<file path="config.mk">
export PLATFORM = sky130hd
export DESIGN_NAME = ext_mem_expansion
export DESIGN_NICKNAME = d
export VERILOG_FILES = /design/src/hw/ext_exp_pkg.sv /design/src/hw/ext_mem_expansion.sv
export SDC_FILE = /design/constraint.sdc
export NUM_CORES = 1
export LEC_CHECK = 0
export BUFFER_PORTS_ARGS = -buffer_cell sky130_fd_sc_hd__clkbuf_2
export CORE_AREA = 2 2 112 114
export DETAILED_ROUTE_END_ITERATION = 8
export DIE_AREA = 0 0 114 116
export PLACE_DENSITY = 0.74
export REMOVE_ABC_BUFFERS = 1
export SYNTH_ARGS = -nofsm -noshare
export SYNTH_HDL_FRONTEND = slang
export SYNTH_SLANG_ARGS = --single-unit
</file>
<file path="constraint.sdc">
create_clock -name clk -period 2.2 [get_ports clk]
set_input_delay 0.44 -clock clk [delete_from_list [all_inputs] [get_ports clk]]
set_output_delay 0.44 -clock clk [all_outputs]
set_load 0.02 [all_outputs]
</file>
<file path="src/hw/ext_exp_pkg.sv">
// Constants and carrier types for the external memory expansion controller
package ext_exp_pkg;

  // ----------------------------------------------------------------
  // Register map (byte addresses on the register bus)
  // ----------------------------------------------------------------
  localparam logic [7:0] OFF_MAP = 8'h00;
  localparam logic [7:0] OFF_LOW_OUT = 8'h04;
  localparam logic [7:0] OFF_UP_OUT = 8'h08;
  localparam logic [7:0] OFF_UP_DIR = 8'h0c;
  localparam logic [7:0] OFF_PINS = 8'h10;
  localparam logic [7:0] OFF_STATUS = 8'h14;
  localparam logic [2:0] SIZE_WORD = 3'h2;

  // ----------------------------------------------------------------
  // Mapping register fields and reset values
  // ----------------------------------------------------------------
  localparam int MODE_LSB = 0;
  localparam int MODE_MSB = 2;
  localparam int RAM_EN_BIT = 3;
  localparam logic [7:0] PORT_RESET = 8'h00;

  // ----------------------------------------------------------------
  // Mode field encodings
  // ----------------------------------------------------------------
  localparam logic [2:0] MODE_SC_IN = 3'h0;
  localparam logic [2:0] MODE_SC_OUT = 3'h1;
  localparam logic [2:0] MODE_EXP_256 = 3'h2;
  localparam logic [2:0] MODE_EXP_4K = 3'h4;
  localparam logic [2:0] MODE_EXP_16K = 3'h6;
  localparam logic [2:0] MODE_EXP_FULL = 3'h7;

  // ----------------------------------------------------------------
  // Address masks and upper pin counts per mode
  // ----------------------------------------------------------------
  localparam logic [15:0] MASK_256 = 16'h00ff;
  localparam logic [15:0] MASK_4K = 16'h0fff;
  localparam logic [15:0] MASK_16K = 16'h3fff;
  localparam logic [15:0] MASK_FULL = 16'hffff;
  localparam logic [3:0] PINS_256 = 4'h0;
  localparam logic [3:0] PINS_4K = 4'h4;
  localparam logic [3:0] PINS_16K = 4'h6;
  localparam logic [3:0] PINS_FULL = 4'h8;

  // ----------------------------------------------------------------
  // External region defaults and idle read value
  // ----------------------------------------------------------------
  localparam logic [15:0] EXT_BASE_DEF = 16'h8000;
  localparam logic [15:0] EXT_TOP_DEF = 16'hfbff;
  localparam logic [7:0] NO_BUS_DATA = 8'hff;

  // ----------------------------------------------------------------
  // Core side carriers
  // ----------------------------------------------------------------
  typedef struct packed {
    logic [15:0] addr;
    logic rd;
    logic wr;
    logic [7:0] wdata;
  } core_req_t;

  typedef struct packed {
    logic done;
    logic [7:0] rdata;
  } core_resp_t;

endpackage

</file>
<file path="src/hw/ext_mem_expansion.sv">
// External memory expansion controller with register bus slave
//
// Added by the designer: the register offsets and the AHB-Lite register port.
`timescale 1ns/1ps

// How it works
// - External region accesses go onto external bus
// - Lower port carries address then data byte
// - 256-byte mode: no upper address pins
// - 4K mode: four low upper pins carry address
// - 16K mode: six low upper pins carry address
// - Full mode: all upper pins carry address
// - Unassigned upper pins stay general ports
// - External address is internal address modulo size
// - Mode field selects lower port use, direction
// - Reset or hardware stop clears mode field
// - Address driven on bus every machine cycle
// - Strobes only during memory cycles
// - Eight-bit mapping register holds mode, RAM enable
// - Mode encodings 000,001,010,100,110,111
// - RAM enable bit keeps value across reset
module ext_mem_expansion
  import ext_exp_pkg::*;
#(
  parameter logic [15:0] EXT_BASE = EXT_BASE_DEF,
  parameter logic [15:0] EXT_TOP = EXT_TOP_DEF
) (
  input wire logic clk,
  input wire logic srst,
  input wire logic hw_stop,
  input wire core_req_t core_req,
  output core_resp_t core_resp,
  output logic onchip_ram_enable,
  input wire logic hsel,
  input wire logic [31:0] haddr,
  input wire logic [1:0] htrans,
  input wire logic hwrite,
  input wire logic [2:0] hsize,
  input wire logic [31:0] hwdata,
  input wire logic hready,
  output logic hreadyout,
  output logic hresp,
  output logic [31:0] hrdata,
  input wire logic [7:0] muxed_bus_port_pins_i,
  output logic [7:0] muxed_bus_port_pins_o,
  output logic [7:0] muxed_bus_port_pins_oe_n,
  input wire logic [7:0] upper_address_port_pins_i,
  output logic [7:0] upper_address_port_pins_o,
  output logic [7:0] upper_address_port_pins_oe_n,
  output logic ale,
  output logic rd_strobe_n,
  output logic wr_strobe_n
);

  typedef enum logic [1:0] {ST_IDLE, ST_ADDR, ST_DATA} state_t;
  state_t state;
  state_t next_state;
  logic [2:0] expansion_mode_field;
  logic [7:0] low_port_out;
  logic [7:0] up_port_out;
  logic [7:0] up_port_dir;
  logic dp_pend;
  logic dp_write;
  logic dp_ok;
  logic [7:0] dp_addr;
  logic wr_en;
  logic [31:0] rd_word;
  logic [7:0] memory_map_register;
  logic expanding;
  logic low_drive;
  logic [15:0] mask;
  logic [3:0] npins;
  logic ext_hit;
  logic [15:0] masked_addr;
  logic [15:0] lat_addr;
  logic lat_wr;
  logic [7:0] lat_wdata;
  logic [15:0] shown_addr;

  // ----------------------------------------------------------------
  // Register bus slave, one wait state on every transfer
  // ----------------------------------------------------------------
  always_ff @(posedge clk) begin
    if (srst) begin
      dp_pend <= 1'b0;
      dp_write <= 1'b0;
      dp_ok <= 1'b0;
      dp_addr <= 8'h00;
      hreadyout <= 1'b1;
      hresp <= 1'b0;
    end else if (!dp_pend && hsel && htrans[1] && hready) begin
      dp_pend <= 1'b1;
      dp_write <= hwrite;
      dp_ok <= (haddr[31:8] == 24'h000000) && (hsize == SIZE_WORD);
      dp_addr <= haddr[7:0];
      hreadyout <= 1'b0;
    end else if (dp_pend) begin
      dp_pend <= 1'b0;
      hreadyout <= 1'b1;
    end
  end

  assign wr_en = dp_pend && dp_write && dp_ok;
  assign memory_map_register = {4'h0, onchip_ram_enable, expansion_mode_field};
  always_comb begin
    rd_word = 32'h00000000;
    if (dp_ok) begin
      case (dp_addr)
        OFF_MAP: rd_word = {24'h000000, memory_map_register};
        OFF_LOW_OUT: rd_word = {24'h000000, low_port_out};
        OFF_UP_OUT: rd_word = {24'h000000, up_port_out};
        OFF_UP_DIR: rd_word = {24'h000000, up_port_dir};
        OFF_PINS: rd_word = {16'h0000, upper_address_port_pins_i, muxed_bus_port_pins_i};
        OFF_STATUS: rd_word = {31'h00000000, state != ST_IDLE};
        default: rd_word = 32'h00000000;
      endcase
    end
  end
  always_ff @(posedge clk) begin
    if (srst) begin
      hrdata <= 32'h00000000;
    end else if (dp_pend && !dp_write) begin
      hrdata <= rd_word;
    end
  end

  // ----------------------------------------------------------------
  // Mapping register and port latches
  // ----------------------------------------------------------------
  always_ff @(posedge clk) begin
    if (srst || hw_stop) begin
      expansion_mode_field <= MODE_SC_IN;
    end else if (wr_en && dp_addr == OFF_MAP) begin
      expansion_mode_field <= hwdata[MODE_MSB:MODE_LSB];
    end
  end
  // No reset on purpose: survives reset, undefined until software writes it
  always_ff @(posedge clk) begin
    if (wr_en && dp_addr == OFF_MAP) begin
      onchip_ram_enable <= hwdata[RAM_EN_BIT];
    end
  end
  always_ff @(posedge clk) begin
    if (srst) begin
      low_port_out <= PORT_RESET;
      up_port_out <= PORT_RESET;
      up_port_dir <= PORT_RESET;
    end else if (wr_en) begin
      if (dp_addr == OFF_LOW_OUT) begin
        low_port_out <= hwdata[7:0];
      end
      if (dp_addr == OFF_UP_OUT) begin
        up_port_out <= hwdata[7:0];
      end
      if (dp_addr == OFF_UP_DIR) begin
        up_port_dir <= hwdata[7:0];
      end
    end
  end

  // ----------------------------------------------------------------
  // Mode decode
  // ----------------------------------------------------------------
  // Undefined codes fall back to the safe input-port setting
  always_comb begin
    expanding = 1'b0;
    low_drive = 1'b0;
    mask = MASK_256;
    npins = PINS_256;
    case (expansion_mode_field)
      MODE_SC_OUT: low_drive = 1'b1;
      MODE_EXP_256: expanding = 1'b1;
      MODE_EXP_4K: begin
        expanding = 1'b1;
        mask = MASK_4K;
        npins = PINS_4K;
      end
      MODE_EXP_16K: begin
        expanding = 1'b1;
        mask = MASK_16K;
        npins = PINS_16K;
      end
      MODE_EXP_FULL: begin
        expanding = 1'b1;
        mask = MASK_FULL;
        npins = PINS_FULL;
      end
      default: expanding = 1'b0;
    endcase
  end

  // ----------------------------------------------------------------
  // External access sequencer
  // ----------------------------------------------------------------
  assign ext_hit = (core_req.rd || core_req.wr) && core_req.addr >= EXT_BASE
                   && core_req.addr <= EXT_TOP;
  assign masked_addr = core_req.addr & mask;
  assign shown_addr = (state == ST_IDLE) ? masked_addr : lat_addr;
  always_comb begin
    next_state = state;
    case (state)
      ST_IDLE: begin
        if (ext_hit && !core_resp.done && expanding) begin
          next_state = ST_ADDR;
        end
      end
      ST_ADDR: next_state = ST_DATA;
      ST_DATA: next_state = ST_IDLE;
      default: next_state = ST_IDLE;
    endcase
  end

  // Done blocks a restart for one cycle so the core can drop its request
  always_ff @(posedge clk) begin
    if (srst) begin
      state <= ST_IDLE;
      lat_addr <= 16'h0000;
      lat_wr <= 1'b0;
      lat_wdata <= 8'h00;
      core_resp <= '0;
    end else begin
      state <= next_state;
      core_resp.done <= 1'b0;
      case (state)
        ST_IDLE: begin
          if (ext_hit && !core_resp.done) begin
            if (expanding) begin
              lat_addr <= masked_addr;
              lat_wr <= core_req.wr;
              lat_wdata <= core_req.wdata;
            end else begin
              core_resp.done <= 1'b1;
              core_resp.rdata <= NO_BUS_DATA;
            end
          end
        end
        ST_DATA: begin
          core_resp.done <= 1'b1;
          if (!lat_wr) begin
            core_resp.rdata <= muxed_bus_port_pins_i;
          end
        end
        default: core_resp.done <= 1'b0;
      endcase
    end
  end

  // ----------------------------------------------------------------
  // Lower port pins and strobes
  // ----------------------------------------------------------------
  always_ff @(posedge clk) begin
    if (srst) begin
      muxed_bus_port_pins_o <= 8'h00;
      muxed_bus_port_pins_oe_n <= 8'hff;
      ale <= 1'b0;
      rd_strobe_n <= 1'b1;
      wr_strobe_n <= 1'b1;
    end else begin
      ale <= next_state == ST_ADDR;
      rd_strobe_n <= !(next_state == ST_DATA && !lat_wr);
      wr_strobe_n <= !(next_state == ST_DATA && lat_wr);
      if (expanding && next_state == ST_DATA) begin
        muxed_bus_port_pins_o <= lat_wdata;
        muxed_bus_port_pins_oe_n <= lat_wr ? 8'h00 : 8'hff;
      end else if (expanding) begin
        muxed_bus_port_pins_o <= (next_state == ST_ADDR) ? masked_addr[7:0]
                                                         : shown_addr[7:0];
        muxed_bus_port_pins_oe_n <= 8'h00;
      end else if (low_drive) begin
        muxed_bus_port_pins_o <= low_port_out;
        muxed_bus_port_pins_oe_n <= 8'h00;
      end else begin
        muxed_bus_port_pins_o <= 8'h00;
        muxed_bus_port_pins_oe_n <= 8'hff;
      end
    end
  end

  // ----------------------------------------------------------------
  // Upper address / port pins
  // ----------------------------------------------------------------
  for (genvar i = 0; i < 8; i++) begin : g_upper
    always_ff @(posedge clk) begin
      if (srst) begin
        upper_address_port_pins_o[i] <= 1'b0;
        upper_address_port_pins_oe_n[i] <= 1'b1;
      end else if (expanding && i < npins) begin
        upper_address_port_pins_o[i] <= shown_addr[8+i];
        upper_address_port_pins_oe_n[i] <= 1'b0;
      end else begin
        upper_address_port_pins_o[i] <= up_port_out[i];
        upper_address_port_pins_oe_n[i] <= ~up_port_dir[i];
      end
    end
  end
endmodule

</file>
==> flow_metrics.env <==
export IMPL_rows=40
export IMPL_cts_resized=0
export IMPL_min_period_ps=1820
export IMPL_grt_setup_unrepaired="no"
export IMPL_p_switching_mw=1.17
export IMPL_ioPinCount=196
export IMPL_p_clk_frac=0.533
export IMPL_synth_common_cells="dfxtp_1, nor2_1, nand2_1"
export IMPL_antenna_found_initial=0
export IMPL_critPathKind="reg2reg"
export IMPL_die_h_um=116
export IMPL_synth_simple_gate_area_frac=0.182
export IMPL_synthMuxAreaShare=0.0878
export IMPL_cts_max_path_buffers=2
export IMPL_htree_levels=4
export IMPL_path_clk_slew_ps=60
export IMPL_synth_cells=571
export IMPL_place_hpwl_um=10400
export IMPL_ir_worst_vdd_uv=424
export IMPL_stdcell_count=862
export IMPL_pwr_share_comb=0.063
export IMPL_synthAdderAreaFrac=0
export IMPL_core_area_um2=11900
export IMPL_die_w_um=114
export IMPL_switching_share=0.214
export IMPL_netlist_area_um2=5320
export IMPL_pwr_share_seq=0.405
export IMPL_p_per_area_nw_per_um2=815
export IMPL_cts_tree="yes"
export IMPL_leakage_nw=2.93
export IMPL_netlist_top_cell_by_area="dfxtp_1"
export IMPL_grt_pass1_wl_um=23500
export IMPL_areaGrowthSynthToFinish_pct=26.5
export IMPL_drv_cap=0
export IMPL_r2r_cells=4
export IMPL_yosysTopAreaCellShare=0.448
export IMPL_die_area_um2=13200
export IMPL_slew_violations=0
export IMPL_arrival_ps=2120
export IMPL_status="finished clean"
export IMPL_setup_viol=0
export IMPL_cts_buffers=17
export IMPL_drt_initial_drc_count=403
export IMPL_cts_sinks=120
export IMPL_grt_max_degree=84
export IMPL_synth_edf_count=1
export IMPL_io_buffer_count=153
export IMPL_finish_utilization=0.565
export IMPL_drt_drc_violations_left=0
export IMPL_synth_area_leaders="dfxtp_1, mux2i_1, nor2_1"
export IMPL_gp_congestion=0.847
export IMPL_timing_hold_violations_final=0
export IMPL_min_delay_path_depth=2
export IMPL_grt_total_usage=0.224
export IMPL_wire_per_inst_um=17.0
export IMPL_tightest_slew_ps=757
export IMPL_grt_overflow=0
export IMPL_vias_per_cell=5.67
export IMPL_post_route_period_util=0.825
export IMPL_diodes=0
export IMPL_startpoint_type="register"
export IMPL_fin_nets=821
export IMPL_syn_area_per_cell_um2=9.31
export IMPL_hold_path_class="in2reg"
export IMPL_clock_latency_ps=410
export IMPL_p_int_mw=4.31
export IMPL_drt_first_pass_iters=5
export IMPL_synth_compound_area_frac=0.196
export IMPL_async_flop_share=0
export IMPL_clock_root_buffer="clkbuf_16"
export IMPL_ys_seq_area_frac=0.454
export IMPL_ys_types=55
export IMPL_yosysMostFrequentCell="dfxtp_1"
export IMPL_dpl_cell_count=832
export IMPL_synthFlopType="dfxtp_1"
export IMPL_ys_warn_count=0
export IMPL_drive_gt1_frac=0.322
export IMPL_nFillCells=1040
export IMPL_post_cts_buffers=0
export IMPL_cp_end_kind="register"
export IMPL_start_util=0.446
export IMPL_slew_limit_headroom=0.495
export IMPL_r2r_start="state[1]$_SDFF_PP0_"
export IMPL_synthXorXnorAreaFrac=0
export IMPL_vias=4884
export IMPL_hold_buffers=0
export IMPL_grt_pass1_vias=4725
export IMPL_finalWirelength_um=14700
export IMPL_synth_seq_cells=120
export IMPL_synth_top_family_by_area="compound AO/OA/AOI/OAI gates"
export IMPL_hp_start="hw_stop"
export IMPL_fin_skew_ps=8.07
export IMPL_path_max_fanout=37
export IMPL_fmax_ghz=0.551
export IMPL_antenna_left=0
export IMPL_rrSetupSlack_ps=380
export IMPL_r2r_end="lat_addr[15]$_SDFFE_PP0P_"
export IMPL_holdPathEnd="expansion_mode_field[0]$_SDFFE_PP0P_"
export IMPL_worstPathRequired_ps=2500
==> through the flow <==
stage	instance area (µm²)	setup WS, ps	hold slack (ps)	total power, mW	TNS (ps)
floorplan	5000	-25.9	392	2.41	-219
global placement	6090	233	415	2.59	0
detailed placement	6090	163	418	2.60	0
CTS	6730	368	226	5.51	0
global route	6730	256	250	5.64	0
finish	6730	384	242	5.48	0
==> power groups by stage <==
stage / combinational (mW) / clock [mW] / sequential (mW)
after floorplan: 0.133 / 0 / 2.28
after global placement: 0.329 / 0 / 2.26
after detailed placement: 0.338 / 0 / 2.26
after CTS: 0.340 / 2.95 / 2.22
after global routing: 0.371 / 3.05 / 2.22
final: 0.343 / 2.92 / 2.22
==> logic make-up (layout without fill, tap and decap cells) <==
kind of cell,count (synthesis),after routing
flops,120,120
compound gates,140,140
mux,43,43
buf+inv,82,210
other cells,1,17
simple gates,185,185
==> flip-flops by register name (all words and copies together), names as in the netlist, 2 cells and up <==
| name | cells |
|---|---|
| core_resp | 9 |
| muxed_bus_port_pins_o | 8 |
| up_port_out | 8 |
| up_port_dir | 8 |
| state | 2 |
| upper_address_port_pins_oe_n | 8 |
| upper_address_port_pins_o | 8 |
| low_port_out | 8 |
| lat_addr | 16 |
| dp_addr | 8 |
| hrdata | 16 |
| lat_wdata | 8 |
| expansion_mode_field | 3 |
==> area by class of cell <==
class,count,area (µm²),share of cell area
clock inverter,7,113,0.0167
inverter,12,45.0,0.00670
multi-input combinational,385,2550,0.379
sequential,120,2410,0.359
tap,147,184,0.0273
clock buffer,23,519,0.0772
timing repair buffer,168,906,0.135
==> worst max-delay path, cell delays in order (launching register included) <==
cell and delay, ps:
dfxtp_1 440, or2_2 660, nor3_1 170, buf_4 200, a41o_1 230
==> cells in the final DEF (no fill, tap or decap), types with 3 or more instances in the layout <==
cell	n
a211o_1	3
a211oi_1	10
a211oi_2	9
a21oi_1	31
a22o_1	4
a22oi_1	22
a311oi_1	8
a41o_1	6
and3_1	4
and4_1	4
buf_4	14
bufinv_16	3
clkbuf_16	18
clkbuf_2	152
clkbuf_8	5
clkinv_2	3
conb_1	17
dfxtp_1	119
inv_1	12
mux2_2	9
mux2i_1	32
nand2_1	43
nand2b_1	3
nand3_1	3
nand4_1	24
nor2_1	61
nor2b_1	4
nor3_1	9
nor4_1	9
o21ai_0	11
o22ai_1	4
o311a_1	6
o31ai_1	20
==> how the worst max path moves through the flow <==
stage	slack, ps	start	cells after the start	to
after floorplan	-30	core_req[24]	4	lat_addr[12]$_SDFFE_PP0P_
after global placement	230	core_req[24]	5	core_resp[2]$_SDFFE_PP0P_
after detailed placement	160	core_req[24]	6	lat_addr[6]$_SDFFE_PP0P_
after CTS	370	dp_addr[3]$_SDFFE_PP0P_	4	hrdata[13]$_SDFFE_PP0P_
after global routing	260	dp_addr[3]$_SDFFE_PP0P_	4	hrdata[13]$_SDFFE_PP0P_
final	380	state[1]$_SDFF_PP0_	4	lat_addr[15]$_SDFFE_PP0P_
==> per-layer routing <==
layer	global-route usage	routed length, µm	vias to the layer above
li1	-	-	2335
met1	0.289	6150	2312
met2	0.368	7230	208
met3	0.0523	999	29
met4	0.0837	293	0
met5	0	0	-
No activity file was read; power rests on OpenSTA's default activity.
